$ cat src/qoc_pkg.sv
// qoc_pkg: register indices, reset values, field positions and mode codes
// assumes: single clock domain, plain register port with one-cycle read data
package qoc_pkg;
	localparam int ADDR_W = 3;
	localparam logic [2:0] REG_VALUE = 3'h0;
	localparam logic [2:0] REG_SINGLE = 3'h1;
	localparam logic [2:0] REG_QUAD = 3'h2;
	localparam logic [2:0] REG_MODE = 3'h3;
	localparam logic [2:0] REG_EDGE = 3'h4;
	localparam logic [15:0] VALUE_RST = 16'h0000;
	localparam logic [7:0] SINGLE_RST = 8'hf8;
	localparam logic [7:0] QUAD_RST = 8'h00;
	localparam logic [7:0] MODE_RST = 8'hf2;
	localparam logic [15:0] EDGE_RST = 16'h0000;
	localparam logic [7:0] SINGLE_FILL = 8'hf8;
	// bit 3 is a fixed zero: only bits 7:4 read as ones, so reset reads f2
	localparam logic [7:0] MODE_FILL = 8'hf0;
	localparam int SB_OUT = 0;
	localparam int SB_NEXT = 1;
	localparam int SB_CYCLE = 2;
	localparam int QB_NEXT = 4;
	localparam int MB_LO = 1;
	localparam int EB_LO = 14;
	typedef enum logic [1:0]
	{
		MODE_SINGLE = 2'b00,
		MODE_QUAD = 2'b01,
		MODE_CAPTURE = 2'b10,
		MODE_SPARE = 2'b11
	} qoc_mode_e;
	typedef enum logic [1:0]
	{
		EDGE_FALL = 2'b00,
		EDGE_RISE = 2'b01,
		EDGE_BOTH = 2'b10,
		EDGE_NONE = 2'b11
	} qoc_edge_e;
endpackage : qoc_pkg

$ cat src/qoc_edge.sv
// qoc_edge: valid-edge detector for the capture pin
// assumes: level input is already synchronised to clk
module qoc_edge
(
	input wire logic clk,
	input wire logic resetn,
	input wire logic level,
	input wire logic [1:0] edge_sel,
	output logic hit
);
	logic prev_q;
	always_ff @(posedge clk)
	begin
		if (!resetn)
			prev_q <= 1'b1;
		else
			prev_q <= level;
	end
	always_comb
	begin
		case (qoc_pkg::qoc_edge_e'(edge_sel))
			qoc_pkg::EDGE_FALL: hit = prev_q & ~level;
			qoc_pkg::EDGE_RISE: hit = ~prev_q & level;
			qoc_pkg::EDGE_BOTH: hit = prev_q ^ level;
			default: hit = 1'b0;
		endcase
	end
endmodule : qoc_edge

$ cat src/qoc_sync.sv
// qoc_sync: three-stage pin synchroniser with agreement filter
// assumes: pin is asynchronous to clk
module qoc_sync
(
	input wire logic clk,
	input wire logic resetn,
	input wire logic pin,
	output logic level
);
	logic [2:0] sh_q;
	always_ff @(posedge clk)
	begin
		if (!resetn)
			sh_q <= 3'h7;
		else
			sh_q <= {sh_q[1:0], pin};
	end
	// first stage only feeds the second; accept a change when 2 and 3 agree
	always_ff @(posedge clk)
	begin
		if (!resetn)
			level <= 1'b1;
		else if (sh_q[1] == sh_q[2])
			level <= sh_q[2];
	end
endmodule : qoc_sync

$ cat src/qoc_top.sv
// qoc_top: 16-bit compare/capture module with single, quad and capture modes
// assumes: counters and their run flags come from the timer block on clk
module qoc_top
#(
	parameter int CNT_W = 16,
	parameter int NCNT = 4
)
(
	input wire logic clk,
	input wire logic resetn,
	input wire logic [qoc_pkg::ADDR_W-1:0] addr,
	input wire logic [15:0] wdata,
	input wire logic wr,
	input wire logic rd,
	output logic [15:0] rdata,
	input wire logic [NCNT*CNT_W-1:0] counters,
	input wire logic [NCNT-1:0] counter_run,
	input wire logic [1:0] counter_source_select,
	input wire logic capture_pin_a,
	output logic [3:0] module_pins,
	output logic [3:0] pins_oe_n,
	output logic irq
);
	logic [15:0] value_q;
	logic [2:0] single_q;
	logic [7:0] quad_q;
	logic [2:0] mode_q;
	logic [15:0] edge_q;
	logic [CNT_W-1:0] cnt;
	logic running;
	logic [1:0] cur_mode;
	logic cap_level;
	logic cap_hit;
	logic match_q;
	logic match_now;
	logic cmp_event;
	logic cap_event;
	logic [15:0] cnt_word;
	logic in_single;
	logic in_quad;
	logic in_capture;
	logic cycle_done;
	logic wr_value;
	logic wr_single;
	logic wr_quad;
	logic wr_mode;
	logic wr_edge;

	function automatic logic [CNT_W-1:0] pick_cnt(
		input logic [NCNT*CNT_W-1:0] all,
		input logic [1:0] sel
	);
		pick_cnt = all[sel*CNT_W +: CNT_W];
	endfunction : pick_cnt

	// mode decode is shared by the event logic and the level bits
	function automatic logic mode_is(
		input logic [1:0] m,
		input qoc_pkg::qoc_mode_e want
	);
		mode_is = (m == want);
	endfunction : mode_is

	// a capture above the stored value counts as a completed cycle;
	// an equal or lower one leaves the flag clear
	function automatic logic cycle_check(
		input logic [15:0] now_val,
		input logic [15:0] last_val
	);
		cycle_check = (now_val > last_val);
	endfunction : cycle_check

	// write decode: an unmapped index raises no strobe, so the write is lost
	always_comb
	begin
		wr_value = 1'b0;
		wr_single = 1'b0;
		wr_quad = 1'b0;
		wr_mode = 1'b0;
		wr_edge = 1'b0;
		if (wr && addr == qoc_pkg::REG_VALUE)
			wr_value = 1'b1;
		else if (wr && addr == qoc_pkg::REG_SINGLE)
			wr_single = 1'b1;
		else if (wr && addr == qoc_pkg::REG_QUAD)
			wr_quad = 1'b1;
		else if (wr && addr == qoc_pkg::REG_MODE)
			wr_mode = 1'b1;
		else if (wr && addr == qoc_pkg::REG_EDGE)
			wr_edge = 1'b1;
	end

	assign cnt = pick_cnt(counters, counter_source_select);
	// the value register stays 16 bits whatever width the counters have
	assign cnt_word = 16'(cnt);
	assign running = counter_run[counter_source_select];
	assign cur_mode = mode_q[qoc_pkg::MB_LO +: 2];
	assign in_single = mode_is(cur_mode, qoc_pkg::MODE_SINGLE);
	assign in_quad = mode_is(cur_mode, qoc_pkg::MODE_QUAD);
	assign in_capture = mode_is(cur_mode, qoc_pkg::MODE_CAPTURE);
	assign cycle_done = cycle_check(cnt_word, value_q);

	// match is taken on its rising edge so a counter held on one value
	// produces a single event, not one per clock
	assign match_now = (value_q == cnt_word);
	assign cmp_event = running && match_now && !match_q
		&& (in_single || in_quad);
	assign cap_event = running && cap_hit && in_capture;

	qoc_sync u_sync
	(
		.clk(clk),
		.resetn(resetn),
		.pin(capture_pin_a),
		.level(cap_level)
	);

	qoc_edge u_edge
	(
		.clk(clk),
		.resetn(resetn),
		.level(cap_level),
		.edge_sel(edge_q[qoc_pkg::EB_LO +: 2]),
		.hit(cap_hit)
	);

	always_ff @(posedge clk)
	begin
		if (!resetn)
			match_q <= 1'b0;
		else
			match_q <= running && match_now;
	end

	// capture load wins over a software write in the same cycle
	always_ff @(posedge clk)
	begin
		if (!resetn)
			value_q <= qoc_pkg::VALUE_RST;
		else if (cap_event)
			value_q <= cnt_word;
		else if (wr_value)
			value_q <= wdata;
	end

	// hardware events update the level bits after any write in the cycle;
	// a read-modify-write that straddles a match can undo that update
	always_ff @(posedge clk)
	begin
		if (!resetn)
			single_q <= qoc_pkg::SINGLE_RST[2:0];
		else
		begin
			if (wr_single)
			begin
				single_q[qoc_pkg::SB_OUT] <= wdata[qoc_pkg::SB_OUT];
				single_q[qoc_pkg::SB_NEXT] <= wdata[qoc_pkg::SB_NEXT];
				if (!wdata[qoc_pkg::SB_CYCLE])
					single_q[qoc_pkg::SB_CYCLE] <= 1'b0;
			end
			if (cmp_event && in_single)
				single_q[qoc_pkg::SB_OUT] <= single_q[qoc_pkg::SB_NEXT];
			if (cap_event)
				single_q[qoc_pkg::SB_CYCLE] <= cycle_done;
		end
	end

	always_ff @(posedge clk)
	begin
		if (!resetn)
			quad_q <= qoc_pkg::QUAD_RST;
		else if (cmp_event && in_quad)
			quad_q <= {quad_q[7:4], quad_q[7:4]};
		else if (wr_quad)
			quad_q <= wdata[7:0];
	end

	always_ff @(posedge clk)
	begin
		if (!resetn)
			mode_q <= qoc_pkg::MODE_RST[2:0];
		else if (wr_mode)
			mode_q <= wdata[2:0];
	end

	always_ff @(posedge clk)
	begin
		if (!resetn)
			edge_q <= qoc_pkg::EDGE_RST;
		else if (wr_edge)
			edge_q <= wdata;
	end

	always_ff @(posedge clk)
	begin
		if (!resetn)
			irq <= 1'b0;
		else
			irq <= cmp_event || cap_event;
	end

	// pin drive follows the mode; capture releases every pin
	always_ff @(posedge clk)
	begin
		if (!resetn)
		begin
			module_pins <= 4'h0;
			pins_oe_n <= 4'hf;
		end
		else
		begin
			case (qoc_pkg::qoc_mode_e'(cur_mode))
				qoc_pkg::MODE_SINGLE:
				begin
					module_pins <= {3'h0, single_q[qoc_pkg::SB_OUT]};
					pins_oe_n <= 4'he;
				end
				qoc_pkg::MODE_QUAD:
				begin
					module_pins <= quad_q[3:0];
					pins_oe_n <= 4'h0;
				end
				default:
				begin
					module_pins <= 4'h0;
					pins_oe_n <= 4'hf;
				end
			endcase
		end
	end

	// read data stand in the cycle after the strobe only
	always_ff @(posedge clk)
	begin
		if (!resetn)
			rdata <= 16'h0000;
		else if (!rd)
			rdata <= 16'h0000;
		else if (addr == qoc_pkg::REG_VALUE)
			rdata <= value_q;
		else if (addr == qoc_pkg::REG_SINGLE)
			rdata <= {8'h00, qoc_pkg::SINGLE_FILL | {5'h00, single_q}};
		else if (addr == qoc_pkg::REG_QUAD)
			rdata <= {8'h00, quad_q};
		else if (addr == qoc_pkg::REG_MODE)
			rdata <= {8'h00, qoc_pkg::MODE_FILL | {5'h00, mode_q}};
		else if (addr == qoc_pkg::REG_EDGE)
			rdata <= edge_q;
		else
			rdata <= 16'h0000;
	end
endmodule : qoc_top

$ cat config.mk
export PLATFORM = sky130hd
export DESIGN_NAME = qoc_top
export DESIGN_NICKNAME = d
export VERILOG_FILES = /design/src/qoc_pkg.sv /design/src/qoc_edge.sv /design/src/qoc_sync.sv /design/src/qoc_top.sv
export SDC_FILE = /design/constraint.sdc
export NUM_CORES = 1
export LEC_CHECK = 0
export BUFFER_PORTS_ARGS = -buffer_cell sky130_fd_sc_hd__buf_2
export CAP_MARGIN = 15
export CORE_MARGIN = 5
export CORE_UTILIZATION = 35
export DETAILED_ROUTE_END_ITERATION = 12
export PLACE_DENSITY = 0.67
export SLEW_MARGIN = 40
export SYNTH_ARGS = -nofsm -noshare
export SYNTH_HDL_FRONTEND = slang
export SYNTH_HIERARCHICAL = 1
export SYNTH_SLANG_ARGS = --single-unit
$ cat constraint.sdc
create_clock -name clk -period 3.2 [get_ports clk]
set_input_delay 0 -clock clk [delete_from_list [all_inputs] [get_ports clk]]
set_output_delay 0 -clock clk [all_outputs]
set_load 0.005 [all_outputs]
Yosys cells after proc, flatten, opt, wreduce, memory -nomap -nowiden. Cells that the tools add are included.

Register bits after elaboration: 77. Output and inout bits: 25. Input bits: 94.

Equality and inequality tests: 11. Muxes and demuxes: 33. Shift-type cells: 1. Bitwise operators: 6. Magnitude comparators: 2. Reduce and logical (&&, ||, !) cells: 25.

Operators with widths (number): $mux W16 (7); $shiftx A64 B7 Y16 (1); $mux W1 (19); $eq A16 B16 Y1 (1); $gt A16 B16 Y1 (1); $pmux W4 S2 (2); $logic_and A1 B1 Y1 (12); $mux W4 (2); $reduce_bool A2 Y1 (4); $eq A3 B2 Y1 const B (2); $reduce_and A2 Y1 (3); $eq A2 B1 Y1 const B (2); $eq A2 B2 Y1 const B (2); $logic_not A2 Y1 (2); $eq A3 B1 Y1 const B (1); $eq A3 B3 Y1 const B (1); $logic_not A3 Y1 (1); $lt A2 B3 Y1 const B (1); $mux W3 (1); $not A1 Y1 (3); $pmux W1 S3 (1); $and A1 B1 Y1 (2); $bmux W1 S2 (1); $logic_or A1 B1 Y1 (2); 4 further kinds (4).

Depth between registers and ports, before layout.
Depth in word-level cells: 8. Gate-level depth with buffers: 10. Mapped depth without buffers: 9.

Modules after synthesis. Netlist, hierarchy kept.

Modules (own cells, without submodules): qoc_top (area each 3827.4 µm², cells each 397, times used 1); qoc_sync (area each 112.6 µm², cells each 10, times used 1); qoc_edge (area each 78.8 µm², cells each 9, times used 1).

Least setup slack after synthesis. No wires, ideal clock.

Path type: input -> register. From: input port counter_source_select[0]. To: register quad_q[4]. Path slack: 0.764 ns. Arrival time: 2.365 ns. Stages on the path: 9. Path through: buf_6 > buf_2 > mux4_2 > ha_1 > nand4_1 > nor4_4 > nand4_4 > nand2_4 > mux2i_1.

Longest elaborated chain between the ends: 8.

RTL lines: from (decl) (line qoc_top.sv:18) `input wire logic [1:0] counter_source_select,`; $shiftx A64 B7 Y16 or $bmux W1 S2 (tied branches) (line qoc_top.sv:53, qoc_top.sv:96); $eq A16 B16 Y1 or $mux W1 (tied branches) (line qoc_top.sv:105, qoc_top.sv:96); $logic_and A1 B1 Y1 * (2 in a row) (line qoc_top.sv:106) `assign cmp_event = running && match_now && !match_q`; $logic_and A1 B1 Y1 * (line qoc_top.sv:107) `&& (in_single || in_quad);`; $logic_and A1 B1 Y1 * (line qoc_top.sv:172) `else if (cmp_event && in_quad)`; $not A1 Y1 (no source line) *; $reduce_and A2 Y1 (no source line) *; to (signal assigned) (line qoc_top.sv:171) `quad_q <= qoc_pkg::QUAD_RST;`; to (signal assigned) (line qoc_top.sv:173) `quad_q <= {quad_q[7:4], quad_q[7:4]};`; to (signal assigned) (line qoc_top.sv:175) `quad_q <= wdata[7:0];`; to (decl) (line qoc_top.sv:26) `logic [7:0] quad_q;`.

Mark *: on every way between the ends. The rest lies on a longest branch, timed or not. The select of a mux whose other input is x is not followed. A chain may end at the register's enable or synchronous reset.

Worst setup path after layout. Ends and elaborated chain as after synthesis.

==> impl_results.md <==
- Max-Cap Viols: 0
- FF+latch count, synth: 75
- Netlist Area Pre-Place: 4020 µm²
- Synth unique cells: 46
- Reg2Reg Depth: 7
- Antenna Nets Post-Route: 0
- Hold Path Stages: 3
- Endpoints failing setup: 0
- Worst Hold Margin: 0.0129 ns
- RR Startpoint: value_q[14]
- Slew @ Worst Pin: 0.685 ns
- Pwr dens: 439 nW/µm²
- Worst hold path class: primary input to flip-flop
- Aggregate global routing overflow: 0
- Ys flop type: dfxtp_1
- Final Hold Fails: 0
- Startpoint types: primary input
- Flop2flop setup slack: 1.00 ns
- Most frequent cell after synthesis: dfxtp_1
- H-Tree Depth: 3
- Worst setup EP type: flip-flop
- Buffers on Ports: 118
- Post-synth EDFFs: 0
- Commonest cells in the netlist: dfxtp_1, nand2_1, mux2i_1
- Pin count of the biggest net entering global routing: 56
- Xor/xnor share of the synthesized area: 0%
- Post-CTS Setup Bufs: 0
- Routed wire per std cell: 15.5 µm
- Post-Place Cells: 651
- Multi-input gate area: 2290 µm²
- RSZ-0062 raised after global routing: false
- Synth Area in Simple Gates: 16.5%
- Leak: 2.36 nW
- Core box area: 11300 µm²
- Post-DP Area: 4660 µm²
- Clock Pin Slew Worst Setup and Hold Paths: 0.05 ns
- Final Instance Count excl. Fillers: 684
- F_max: 422 MHz
- Synth top area share: 37.4%
- Final WS setup: 0.832 ns
- Worst EP arrival: 2.61 ns
- Layout cells sized above 1: 29.0%
- Reg2reg end: quad_q[4]
- Post-layout minimum cycle time: 2.37 ns
- Overall Power: 2.26 mW
- Synth area leaders: dfxtp_1, mux2i_1, mux4_2
- Clk_lat worst skew: 0.32 ns
- Tcrit/Tclk final: 74.0%
- Slew margin rel.: 54.3%
- HP Start: wdata[1]
- First-pass GRT wire length: 17.3 mm
- Die Y: 117 µm
- Synth Warn #: 6
- Post-synth ARST share: 0%
- Mapped Cells: 416
- Max Slew Vio Count: 0
- Post-Layout Inst Area: 5140 µm²
- Clock root buffer: clkbuf_16
- Initial antenna violation count: 0
- Chip Width: 117 µm
- Full die area: 13700 µm²
- Final nets: 649
- Core Rows: 39
- VDD IR-drop max: 0.205 mV
- Starting Density: 35.5%
- Setup CP Type: primary input to flip-flop
- Remaining DRCs: 0
- Hold Crit Endpoint: mode_q[1]
- Adder-Cell Fraction of Synth Area: 5.60%
- DR vias/cell: 5.12
- Area Growth Syn to Fin: 27.8%
- DR pass1 iterations: 4
- Syn Area/Cell: 9.66 µm²
- Clock Tree Buf Depth: 2
- Syn Nets: 528
- Clk_skew: 0.00729 ns
- Number of global-route vias before repair: 3530
- CTS buffer count: 9
- Fin util: 45.4%
- GRT Util Overall: 16.0%
- Critical path peak fanout: 11
- Compound-Gate Fraction of Synth Area: 17.6%
- Seq. cell area: 1500 µm²
- DRT iter0 DRCs: 235
- IO Pins: 119
- Final wirelength: 10.6 mm
- Req. time, crit path: 3.44 ns
- # fillers: 1080
- Outcome: complete, no violations
- CTS tree: done
- Cts hold-fix bufs: 18
- GPL Wtd Cong: 0.850
- Mux contribution to synthesized area: 17.2%
- Clk sinks: 75
- Setup tns final: 0 ns
- PostCTS Resize Cnt: 0
- Post-synthesis sequential area ratio: 37.4%
- Main combinational cell family by area after synthesis: compound AO/OA/AOI/OAI gates
- DP HPWL: 8.20 mm
- DR vias: 3504
- ANT cells: 0
- Area leader, netlist: dfxtp_1
- Setup WS pre-CTS: 0.485 ns
==> flip-flops by register name (all words and copies together), names as in the netlist <==
signal and count:
edge_q 16, u_sync/level 1, pins_oe_n 2, single_q 3
match_q 1, mode_q 3, value_q 16, u_edge/prev_q 1
quad_q 8, rdata 16, u_sync/sh_q 3, module_pins 4
irq 1
==> power by group <==
part,switching (mW),internal [mW],leakage [nW]
clock network,0.345,0.640,0.146
logic,0.150,0.158,1.61
registers,0.0122,0.953,0.608
==> worst max path at each step <==
| stage | from | to | depth (start not counted) |
|---|---|---|---|
| final | counter_source_select[0] | quad_q[4] | 9 |
| after global routing | counter_source_select[0] | quad_q[7] | 9 |
| after CTS | counter_source_select[0] | quad_q[4] | 9 |
| after detailed placement | counter_source_select[0] | quad_q[4] | 9 |
| after global placement | counter_source_select[0] | quad_q[6] | 9 |
| after floorplan | counter_source_select[0] | quad_q[4] | 9 |
==> routing by layer <==
| metal | routed length, µm | part of all wire, % | track usage [%] | vias to the layer above |
|---|---|---|---|---|
| li1 | - | - | - | 1735 |
| met3 | 699 | 6.6 | 3.34 | 23 |
| met4 | 262 | 2.5 | 7.19 | 0 |
| met5 | 0 | 0 | 0 | - |
| met2 | 5020 | 47 | 24.9 | 141 |
| met1 | 4650 | 44 | 21.4 | 1605 |
==> logic make-up (layout without fill, tap and decap cells) <==
group                    after synthesis  in the layout
buffers and inverters                 49            174
multiplexers                          46             46
AND/OR/NAND/NOR                      133            133
flip-flops                            75             75
AO/OA/AOI/OAI                         95             95
adder cells (fa/ha/maj)               18             18
==> worst max-delay path, cell delays in order <==
cell     delay [ns]
buf_2          0.29
buf_4          0.24
mux4_1         0.61
ha_1           0.30
nand4_1        0.15
nor4_4         0.39
nand4_4        0.24
nand2_4        0.18
mux2i_1        0.20
==> cell usage in the layout (no fill, tap or decap), types with 4 or more instances in the layout <==
master / instances
buf_2: 118
dfxtp_1: 75
nand2_1: 67
mux2i_1: 29
inv_1: 20
nor2_1: 20
o211a_1: 20
a21oi_1: 20
ha_1: 18
dlygate4sd3_1: 18
o211ai_1: 15
a21boi_0: 14
mux4_2: 12
nand2b_1: 10
clkbuf_16: 9
nand3_1: 7
nor2b_1: 6
o21ai_0: 6
mux4_1: 5
and3_1: 4
nand4_1: 4
o21bai_1: 4
==> final cells by class <==
type                            count  share of cell area (%)
Multi-Input combinational cell    292                    44.6
Clock buffer                       13                    5.07
Clock inverter                      2                   0.682
Tap cell                          143                    3.48
Inverter                           20                    1.46
Timing Repair Buffer              139                    15.4
Sequential cell                    75                    29.2
(Power assumes the default switching activity.)
